[src/mgis_defines.svh]
// Constants for the main gate and input selector block.
// Assumes inclusion by bare name from the design files under src/.
`ifndef MGIS_DEFINES_SVH
`define MGIS_DEFINES_SVH

// Gate flip-flop preset level (gate closed)
`define MGIS_GATE_RST_VAL 1'b1
// First binary stage division
`define MGIS_BINARY_DIV 2
// Decade stage division
`define MGIS_DECADE_DIV 10
// Default width of the accumulated counts
`define MGIS_CNT_W 32
// Nominal timebase rate in MHz, seen here as a sampled level input
`define MGIS_TIMEBASE_MHZ 500

`endif

[src/mgis_pkg.sv]
// Types used by the main gate only; its scaler stages use none of them.
// Assumes nothing beyond a SystemVerilog compiler.
package mgis_pkg;

    // Measurement phase of the gate pair
    typedef enum logic [5:0] {
        ST_IDLE    = 6'h01,
        ST_ARMED   = 6'h02,
        ST_MEASURE = 6'h04,
        ST_CLOSE   = 6'h08,
        ST_LATCH   = 6'h10,
        ST_DONE    = 6'h20
    } mgis_state_t;

endpackage

[src/mgis_scaler_if.sv]
// Link between the main gate and one scaler front stage.
// Assumes both ends run on the same clock.
interface mgis_scaler_if #(
    parameter int CNT_W = 32
);
    logic clr;
    logic hold;
    logic c1_pulse;
    logic c2_pulse;
    logic c2_en;
    logic div_pulse;
    logic [CNT_W-1:0] count;

    // Gate side drives the controls
    modport ctl (
        output clr,
        output hold,
        output c1_pulse,
        output c2_pulse,
        output c2_en,
        input div_pulse,
        input count
    );

    // Scaler side answers with divided pulse and total
    modport stage (
        input clr,
        input hold,
        input c1_pulse,
        input c2_pulse,
        input c2_en,
        output div_pulse,
        output count
    );
endinterface

[src/mgis_scaler.sv]
// Scaler front stage: a divide-by-two binary, a decade and a running total.
// Assumes one-cycle input pulses on clk and the gate driving hold.
`include "mgis_defines.svh"

module mgis_scaler #(
    parameter int CNT_W = `MGIS_CNT_W,
    parameter int DECADE = `MGIS_DECADE_DIV
) (
    // Clock and reset
    input wire logic clk,
    input wire logic rst,
    // Gate link
    mgis_scaler_if.stage sif
);

    logic binary_ff;
    logic [3:0] decade_ff;
    logic div_ff;
    logic [CNT_W-1:0] count_ff;
    logic in_pulse;
    logic carry;

    // Hold blocks the first clock input only; second input has its own enable
    assign in_pulse = (sif.c1_pulse & ~sif.hold) | (sif.c2_pulse & sif.c2_en); // RULE7 RULE8
    // Binary passes a carry on its falling half
    assign carry = in_pulse & binary_ff; // RULE14

    // Binary stage, inactive while cleared; hold stops first-input pulses only
    always_ff @(posedge clk or posedge rst) begin
        if (rst) begin
            binary_ff <= 1'b0;
        end else if (sif.clr) begin
            binary_ff <= 1'b0;
        end else if (in_pulse) begin
            binary_ff <= ~binary_ff; // RULE14
        end
    end

    // Decade stage, one output pulse each ten carries
    always_ff @(posedge clk or posedge rst) begin
        if (rst) begin
            decade_ff <= 4'h0;
            div_ff <= 1'b0;
        end else if (sif.clr) begin
            decade_ff <= 4'h0;
            div_ff <= 1'b0;
        end else begin
            div_ff <= 1'b0;
            if (carry) begin
                if (decade_ff == 4'(DECADE - 1)) begin
                    decade_ff <= 4'h0;
                    div_ff <= 1'b1; // RULE14
                end else begin
                    decade_ff <= decade_ff + 4'h1;
                end
            end
        end
    end

    // Running total of pulses let through
    always_ff @(posedge clk or posedge rst) begin
        if (rst) begin
            count_ff <= '0;
        end else if (sif.clr) begin
            count_ff <= '0;
        end else if (in_pulse) begin
            count_ff <= count_ff + CNT_W'(1); // RULE9
        end
    end

    assign sif.div_pulse = div_ff;
    assign sif.count = count_ff;
endmodule // mgis_scaler

[src/mgis_main_gate.sv]
// Main gate with input selector, gate flip-flops and turn-off control.
// Assumes inputs synchronous to clk; timebase arrives as a sampled level.
`include "mgis_defines.svh"

// Overview of operation
// RULE1: Only the signals the selected measurement needs reach the gates; all others are blocked.
// RULE2: In frequency or period mode channel A is routed to the event gate clock.
// RULE3: In frequency or period mode channel B may pass its multiplexer but never reaches a gate.
// RULE4: In frequency or period mode the timebase clocks the time gate.
// RULE5: Gate reset presets both gate flip-flops high before a measurement.
// RULE6: The time gate stays high while the event gate and its steering term are high.
// RULE7: While the gates are high the first binary of each scaler is held and does not count.
// RULE8: With interval-or-events low the input reaches the event binary second input, which stays disabled.
// RULE9: The scalers count events and timebase pulses and deliver totals when the gate closes.
// RULE10: Turn-off control switches the timebase and channels A and B on or off.
// RULE11: The controller encodes the mode on the ratio and interval select lines.
// RULE12: After arm rises the next input opens the event gate, the next timebase edge the time gate.
// RULE13: After arm falls the next input closes the event gate, the next timebase edge the time gate.
// RULE14: Each scaler divides by two in its binary and by ten in the following decade.
// RULE15: The time gate changes only on timebase edges so whole cycles are counted.
// RULE16: The controller resets the gates before arming and keeps the mode lines stable.
module mgis_main_gate #(
    parameter int CNT_W = `MGIS_CNT_W
) (
    // Clock and reset
    input wire logic clk,
    input wire logic rst,
    // Mode control
    input wire logic ratio_or_totalize_select,
    input wire logic interval_or_events_select,
    input wire logic external_ab_input_select,
    input wire logic external_c_select,
    // Gate control
    input wire logic gate_arm,
    input wire logic gate_rst,
    // Measured signals and timebase
    input wire logic channel_a_input_signal,
    input wire logic channel_b_input_signal,
    input wire logic timebase_in,
    // Gate state, high means closed
    output logic event_gate_ff,
    output logic time_gate_ff,
    // Divide-by-twenty outputs to later stages
    output logic event_div_ff,
    output logic time_div_ff,
    // Accumulated results
    output logic [CNT_W-1:0] event_count_ff,
    output logic [CNT_W-1:0] time_count_ff,
    output logic count_valid_ff,
    // Turn-off status and channel B multiplexer output
    output logic timebase_on_ff,
    output logic channels_on_ff,
    output logic chb_mux_ff
);

    mgis_pkg::mgis_state_t state_ff;
    mgis_pkg::mgis_state_t nxt_state;

    logic a_prev_ff;
    logic b_prev_ff;
    logic tb_prev_ff;
    logic freq_mode;
    logic evt_pulse;
    logic tb_pulse;
    logic chb_edge;

    mgis_scaler_if #(.CNT_W(CNT_W)) evt_sif ();
    mgis_scaler_if #(.CNT_W(CNT_W)) tim_sif ();

    // Rising edges of the measured inputs and timebase
    always_ff @(posedge clk or posedge rst) begin
        if (rst) begin
            a_prev_ff <= 1'b0;
            b_prev_ff <= 1'b0;
            tb_prev_ff <= 1'b0;
        end else begin
            a_prev_ff <= channel_a_input_signal;
            b_prev_ff <= channel_b_input_signal;
            tb_prev_ff <= timebase_in;
        end
    end

    // Both select lines low means frequency or period
    assign freq_mode = ~ratio_or_totalize_select & ~interval_or_events_select; // RULE11

    // Channel A is the only event source in this mode
    assign evt_pulse = channel_a_input_signal & ~a_prev_ff & channels_on_ff & freq_mode; // RULE1 RULE2
    // Timebase feeds only the time side: time gate clock, time scaler and closing phase
    assign tb_pulse = timebase_in & ~tb_prev_ff & timebase_on_ff & freq_mode; // RULE4
    // Channel B reaches its multiplexer only; no gate path exists for it here
    assign chb_edge = channel_b_input_signal & ~b_prev_ff & channels_on_ff; // RULE3

    // Turn-off control, registered so gating uses stable levels
    always_ff @(posedge clk or posedge rst) begin
        if (rst) begin
            timebase_on_ff <= 1'b0;
            channels_on_ff <= 1'b0;
            chb_mux_ff <= 1'b0;
        end else begin
            timebase_on_ff <= ~ratio_or_totalize_select & ~external_c_select; // RULE10
            channels_on_ff <= ~external_ab_input_select; // RULE10
            chb_mux_ff <= chb_edge; // RULE3
        end
    end

    // Measurement phase sequencing
    always_comb begin
        nxt_state = state_ff;
        unique case (state_ff)
            mgis_pkg::ST_IDLE: begin
                if (gate_arm) begin
                    nxt_state = mgis_pkg::ST_ARMED;
                end
            end
            mgis_pkg::ST_ARMED: begin
                if (evt_pulse && gate_arm) begin
                    nxt_state = mgis_pkg::ST_MEASURE;
                end
            end
            mgis_pkg::ST_MEASURE: begin
                if (evt_pulse && !gate_arm) begin
                    nxt_state = mgis_pkg::ST_CLOSE;
                end
            end
            mgis_pkg::ST_CLOSE: begin
                if (tb_pulse) begin
                    nxt_state = mgis_pkg::ST_LATCH;
                end
            end
            mgis_pkg::ST_LATCH: begin
                nxt_state = mgis_pkg::ST_DONE;
            end
            mgis_pkg::ST_DONE: begin
                nxt_state = mgis_pkg::ST_DONE;
            end
        endcase
    end

    // Gate reset restarts the sequence from any phase
    always_ff @(posedge clk or posedge rst) begin
        if (rst) begin
            state_ff <= mgis_pkg::ST_IDLE;
        end else if (gate_rst) begin
            state_ff <= mgis_pkg::ST_IDLE; // RULE5
        end else begin
            state_ff <= nxt_state;
        end
    end

    // Event gate: preset closed by gate reset, else opened and closed only by channel A pulses
    always_ff @(posedge clk or posedge rst) begin
        if (rst) begin
            event_gate_ff <= `MGIS_GATE_RST_VAL;
        end else if (gate_rst) begin
            event_gate_ff <= `MGIS_GATE_RST_VAL; // RULE5
        end else if (evt_pulse) begin
            if (state_ff == mgis_pkg::ST_ARMED && gate_arm) begin
                event_gate_ff <= 1'b0; // RULE12
            end else if (state_ff == mgis_pkg::ST_MEASURE && !gate_arm) begin
                event_gate_ff <= 1'b1; // RULE13
            end
        end
    end

    // Time gate follows the event gate one timebase edge later,
    // so the time scaler never sees a partial cycle
    always_ff @(posedge clk or posedge rst) begin
        if (rst) begin
            time_gate_ff <= `MGIS_GATE_RST_VAL;
        end else if (gate_rst) begin
            time_gate_ff <= `MGIS_GATE_RST_VAL; // RULE5
        end else if (tb_pulse) begin
            time_gate_ff <= event_gate_ff; // RULE6 RULE12 RULE13 RULE15
        end
    end

    // Event scaler: counts channel A only while its gate is low
    assign evt_sif.clr = gate_rst;
    assign evt_sif.hold = event_gate_ff; // RULE7
    assign evt_sif.c1_pulse = evt_pulse; // RULE9
    // Second input sees the signal but stays off unless interval mode is selected
    assign evt_sif.c2_pulse = evt_pulse; // RULE8
    assign evt_sif.c2_en = interval_or_events_select; // RULE8

    // Time scaler: counts timebase only while its gate is low
    assign tim_sif.clr = gate_rst;
    assign tim_sif.hold = time_gate_ff; // RULE7
    assign tim_sif.c1_pulse = tb_pulse; // RULE9
    assign tim_sif.c2_pulse = 1'b0;
    assign tim_sif.c2_en = 1'b0;

    mgis_scaler #(.CNT_W(CNT_W), .DECADE(`MGIS_DECADE_DIV)) u_evt_scaler (
        .clk(clk),
        .rst(rst),
        .sif(evt_sif)
    );

    mgis_scaler #(.CNT_W(CNT_W), .DECADE(`MGIS_DECADE_DIV)) u_tim_scaler (
        .clk(clk),
        .rst(rst),
        .sif(tim_sif)
    );

    // Divided pulses re-timed so outputs come from flip-flops
    always_ff @(posedge clk or posedge rst) begin
        if (rst) begin
            event_div_ff <= 1'b0;
            time_div_ff <= 1'b0;
        end else begin
            event_div_ff <= evt_sif.div_pulse; // RULE14
            time_div_ff <= tim_sif.div_pulse; // RULE14
        end
    end

    // Totals are taken one cycle after the closing timebase edge,
    // once the scaler has absorbed that last pulse
    always_ff @(posedge clk or posedge rst) begin
        if (rst) begin
            event_count_ff <= '0;
            time_count_ff <= '0;
            count_valid_ff <= 1'b0;
        end else if (state_ff == mgis_pkg::ST_LATCH) begin
            // Latch wins over a same-cycle gate reset so a finished result is not lost
            event_count_ff <= evt_sif.count; // RULE9
            time_count_ff <= tim_sif.count; // RULE9
            count_valid_ff <= 1'b1;
        end else if (gate_rst) begin
            count_valid_ff <= 1'b0;
        end
    end
endmodule // mgis_main_gate

[config.mk]
export PLATFORM = sky130hd
export DESIGN_NAME = mgis_main_gate
export DESIGN_NICKNAME = d
export VERILOG_FILES = /design/src/mgis_pkg.sv /design/src/mgis_scaler_if.sv /design/src/mgis_scaler.sv /design/src/mgis_main_gate.sv
export VERILOG_INCLUDE_DIRS = /design/src /design/src/src
export SDC_FILE = /design/constraint.sdc
export NUM_CORES = 1
export LEC_CHECK = 0
export BUFFER_PORTS_ARGS = -buffer_cell sky130_fd_sc_hd__buf_4
export CAP_MARGIN = 20
export CORE_ASPECT_RATIO = 1.75
export CORE_MARGIN = 8
export CORE_UTILIZATION = 35
export CTS_CLUSTER_DIAMETER = 150
export DETAILED_ROUTE_END_ITERATION = 10
export HOLD_SLACK_MARGIN = 0.05
export PLACE_DENSITY = 0.54
export RECOVER_POWER = 50
export SYNTH_ARGS = -nofsm -noshare
export SYNTH_HDL_FRONTEND = slang
export SYNTH_SLANG_ARGS = --single-unit
[constraint.sdc]
create_clock -name clk -period 5.2 [get_ports clk]
set_clock_uncertainty 0.05 [all_clocks]
set_input_delay 1.04 -clock clk [delete_from_list [all_inputs] [get_ports clk]]
set_output_delay 1.04 -clock clk [all_outputs]
set_load 0.02 [all_outputs]
# [Word-level counts from Yosys, hierarchy flattened]
# Index checks and enable logic that the tools add are counted.
[totals] out_inout_bits=72 regBits=157 ram_bits=0 romBits=0 mem_count=0 latch_bits=0 inputBits=11
[op_classes] n_shift=0 n_reduce_logical=16 bitwise_logic=27 addsub=4 magnitude_cmp=0 mux=34 n_eq_ne=12 multipliers=0 div=0
[op_table] cell="two-way mux 32 bit" n=4
[op_table] cell="adder 32 x 1 -> 32 bit, second input constant" n=2
[op_table] cell="two-way mux 6 bit" n=5
[op_table] cell="case mux 6 bit (5 select lines)" n=1
[op_table] cell="two-way mux 4 bit" n=6
[op_table] cell="two-way mux 1 bit" n=18
[op_table] cell="AND 1 bit" n=15
[op_table] cell="nonzero test 2 bit" n=7
[op_table] cell="inverter 1 bit" n=11
[op_table] cell="!= test 3 bit, second input constant" n=3
[op_table] cell="adder 4 x 1 -> 4 bit, second input constant" n=2
[op_table] cell="equality test 4 bit, second input constant" n=2
[op_table] cell="equality test 6 x 1 -> 1 bit, second input constant" n=1
[op_table] cell="equality test 6 x 2 -> 1 bit, second input constant" n=1
[op_table] cell="equality test 6 x 3 -> 1 bit, second input constant" n=1
[op_table] cell="equality test 6 x 4 -> 1 bit, second input constant" n=1
[op_table] cell="equality test 6 x 5 -> 1 bit, second input constant" n=1
[op_table] cell="equality test 6 bit, second input constant" n=1
[op_table] cell="logical AND 1 bit" n=4
[op_table] cell="AND reduction 4 bit" n=1
[op_table] cell="!= test 3 x 2 -> 1 bit, second input constant" n=1
[op_table] cell="nonzero test 3 bit" n=1
[op_table] cell="AND reduction 2 bit" n=1
[op_table] cell="OR reduction 2 bit" n=1
[op_table] cell="2 further kinds" n=2

# [Logic depth before layout (Yosys ltp)]
[logic_depth] ltp_word=9 ltp_mapped=7 depth_no_buf=7

# [Modules after synthesis]
# From an unflattened synthesis, not the netlist that was laid out.
[hier_totals] cells_unflattened=638 area_unflattened_um2=7429.6
[modules_own_cells] mod="mgis_scaler" cells_each=218 seq_area_each_um2=950.9 area_each_um2=2059.5 instances=2
[modules_own_cells] mod="mgis_main_gate" cells_each=202 seq_area_each_um2=2030.7 area_each_um2=3310.7 instances=1

# [Worst setup path before layout]
# No wires, ideal clock.
[synth_path] kind="input -> register" start="input ratio_or_totalize_select" end="register u_tim_scaler.count_ff[31], in the netlist u_tim_scaler.sif.count[31]" path_slack_ns=1.961 n_path_buf=1 cell_stages=6 setup_time_ns=0.125 t_required_ns=5.025 arrival_time_ns=3.064 cell_sequence="or4b_1 > buf_2 > nor4_4 > nand2_2 > or4_4 > mux2_4"
[synth_via] elab_chain_cells=5
[synth_lines] item="start: declaration" line_no="mgis_main_gate.sv:29" rtl="input wire logic ratio_or_totalize_select,"
[synth_lines] item="inverter 1 bit" line_no="mgis_main_gate.sv:84" rtl="assign freq_mode = ~ratio_or_totalize_select & ~interval_or_events_select;"
[synth_lines] item="AND 1 bit" line_no="mgis_main_gate.sv:84"
[synth_lines] item="AND 1 bit" line_no="mgis_main_gate.sv:89" rtl="assign tb_pulse = timebase_in & ~tb_prev_ff & timebase_on_ff & freq_mode;"
[synth_lines] item="AND 1 bit" line_no="mgis_scaler.sv:24" rtl="assign in_pulse = (sif.c1_pulse & ~sif.hold) | (sif.c2_pulse & sif.c2_en);"
[synth_lines] item="nonzero test 2 bit (no line)"
[synth_lines] item="end signal: assignment" line_no="mgis_scaler.sv:67" rtl="count_ff <= count_ff + CNT_W'(1);"
[synth_lines] item="end: declaration" line_no="mgis_scaler.sv:19" rtl="logic [CNT_W-1:0] count_ff;"
# No other way between the ends.
# A chain may end at the register's enable or synchronous reset.

# [Final worst setup path]
# Same ends and word-level chain as after synthesis.

==> flow_metrics.tcl <==
set metrics [dict create \
    status "complete, but fails checks" \
    violations "max-capacitance violations, max-slew violations" \
    synthFlopType "dfrtp_1" \
    antenna_cells 0 \
    rsz0062_at_grt "no" \
    cts_sinks 157 \
    holdWs_ns 0.301 \
    power_density_mw_per_mm2 309 \
    slew_headroom_pct -22.3 \
    start_util_pct 35.4 \
    cts_max_level 4 \
    leakagePower_uw 0.00389 \
    path_clk_slew_ns 0.06 \
    synthCells 632 \
    final_cell_mix "dfrtp_1 (154), nor2_1 (84), buf_4 (73)" \
    drtIter0Drc 291 \
    grt_pass1_wl_um 27600 \
    cp.arrival_ns 3.46 \
    worstMarginPinSlew_ns 1.83 \
    io_pins 83 \
    area_growth_pct 21.6 \
    die_h_um 202 \
    place_hpwl_um 11100 \
    hold_buffers 0 \
    grt_max_degree 158 \
    dpl_cell_area_mm2 0.00784 \
    die-width_um 122 \
    report.final.slew_viol_count 87 \
    ys_warn_count 0 \
    cts-root-buf "clkbuf_16" \
    row_count 68 \
    layout_min_cycle_time_ns 3.21 \
    crit_path_max_incr_delay_ns 0.68 \
    vias_per_cell 5.17 \
    layout_commonest_cell "dfrtp_1" \
    crit_family "simple AND/OR/NAND/NOR gates" \
    synthArstFlopShare_pct 100 \
    drv_cap 1 \
    crit_path_start_kind "input port" \
    cp_slowest_cell "or4b_1" \
    num_vias 5030 \
    postCtsSetupBuffers 0 \
    nets 733 \
    clk_latency_ns 0.42 \
    yosysUniqueCellTypes 44 \
    first_global_vias 5352 \
    worstHoldPathType "reg2reg" \
    grt-ovfl-total 0 \
    routed_wl_um 16500 \
    syn_nets 649 \
    tns_ns 0 \
    drtPass1Iterations 4 \
    cts_buffers 17 \
    fp.coreArea_mm2 0.0196 \
    worstSetupEndpointType "flip-flop" \
    die_area_mm2 0.0248 \
    syn_avg_cell_area_um2 11.0 \
    nFillCells 1873 \
    path_cells "clkbuf_1 > or4b_1 > nor4_4 > nand2_2 > or4_4 > mux2_4" \
    wire_per_inst_um 17.0 \
    syn_area_mm2 0.00694 \
    critPathKind "in2reg" \
    final_area_mm2 0.00843 \
    drc 0 \
    utilization_pct 43.1 \
    ys_seq_area_share_pct 56.7 \
    antenna_found_initial 0 \
    ctsResizeCount 0 \
    track_usage_pct 14.0 \
    path_max_fanout 10 \
    gp_congestion 0.786 \
    finalHoldViolations 0 \
    numPortBuffers 82 \
    critPathBufInv 1 \
    max_freq_mhz 312 \
    post-route-period-util_pct 61.7 \
    cts_tree "built" \
    synth_edf_count 0 \
    cts_buffer_depth 2 \
    setup_violations 0 \
    cp.required_ns 5.45 \
    ir_worst_vdd_mv 0.173 \
    ant_nets 0 \
    ys_ff_latch 157 \
    drive_gt1_share_pct 24.1 \
]
final cells by class:
class / count / area [um2] / area share [%]
Clock buffer: 20 / 457 / 5.41
Clock inverter: 10 / 164 / 1.94
Inverter: 16 / 61.3 / 0.727
Multi-Input combinational cell: 435 / 2860 / 33.9
Sequential cell: 157 / 3930 / 46.6
Tap cell: 245 / 307 / 3.63
Timing Repair Buffer: 89 / 654 / 7.76
routing by layer:
layer  wire length [um]  vias to the layer above  GRT usage [%]
met1               6810                     2512           16.1
met2               8790                      121           24.6
met4                214                        0           5.43
met3                721                       13           2.79
li1                   -                     2384              -
met5                  0                        -              0
power breakdown:
group,internal (uW),switching [uW]
Sequential,1230,5.27
Clock,825,494
Combinational,12.1,45.5
cell families (layout without fill, tap and decap cells):
logic type,Yosys count,count (layout),share of synthesized area (%)
AOI/OAI and AO/OA,51,51,4.00
xor gates and xnor gates,56,56,7.07
adders and majority gates,6,6,1.08
buffers and inverters,40,135,2.18
DFF,157,157,56.7
muxes,59,59,9.58
and+or+nand+nor,263,263,19.4
synth_stat cells (2+ instances only):
cell      count  area [um2]
nor3_1       20         100
xor2_1       40         350
and2_1        4        25.0
nand3b_1      3        22.5
or4b_1        2        20.0
and4_1        3        26.3
dfrtp_1     154        3850
clkbuf_1     22        82.6
inv_1        16        60.1
ha_1          6        75.1
nand2_1      36         135
nand2b_1      2        12.5
nor2b_1       4        25.0
and3_1        8        50.1
a31oi_1       3        18.8
nand3_1      30         150
nor4_1       10        62.6
nor4b_1       5        43.8
mux2_2       55         619
o21ai_0      24         120
nand4_1      33         206
or3_1        10        62.6
a21oi_1      19        95.1
dfstp_2       3        78.8
xnor2_1      16         140
mux2i_1       3        30.0
nor2_1       84         315
metrics by stage:
| stage | total power (uW) | setup slack, ns | cells |
|---|---|---|---|
| detailed placement | 1320 | 1.56 | 940 |
| floorplan | 1290 | 1.96 | 632 |
| global route | 2700 | 1.91 | 972 |
| global placement | 1310 | 1.59 | 940 |
| finish | 2610 | 1.99 | 972 |
| CTS | 2660 | 2.00 | 970 |
worst register-to-register path: stages, from the launching register on:
cell	delay, ns
dfrtp_1	0.46
nor3_1	0.30
nand3_1	1.04
buf_12	0.58
mux2_2	0.35
flip-flops by register name, indices dropped and copies added, names as in the netlist, 4 cells and up:
| register | count |
|---|---|
| u_evt_scaler.sif.count | 32 |
| time_count_ff | 32 |
| event_count_ff | 32 |
| u_tim_scaler.sif.count | 32 |
| u_tim_scaler.decade_ff | 4 |
| u_evt_scaler.decade_ff | 4 |
| state_ff | 6 |
worst paths after layout:
kind	startpoint	end	slack (ns)	cells past startpoint
min reg2reg	u_tim_scaler.sif.div_pulse	time_div_ff	0.30	0
min in group asynchronous	rst	time_count_ff[7]	0.74	3
max	ratio_or_totalize_select	u_tim_scaler.sif.count[31]	1.99	6
min	u_tim_scaler.sif.div_pulse	time_div_ff	0.30	0
max in group asynchronous	rst	state_ff[3]	3.50	3
max reg2reg	state_ff[1]	time_count_ff[29]	2.32	4
Note: power is estimated with default switching activity, not from simulation.
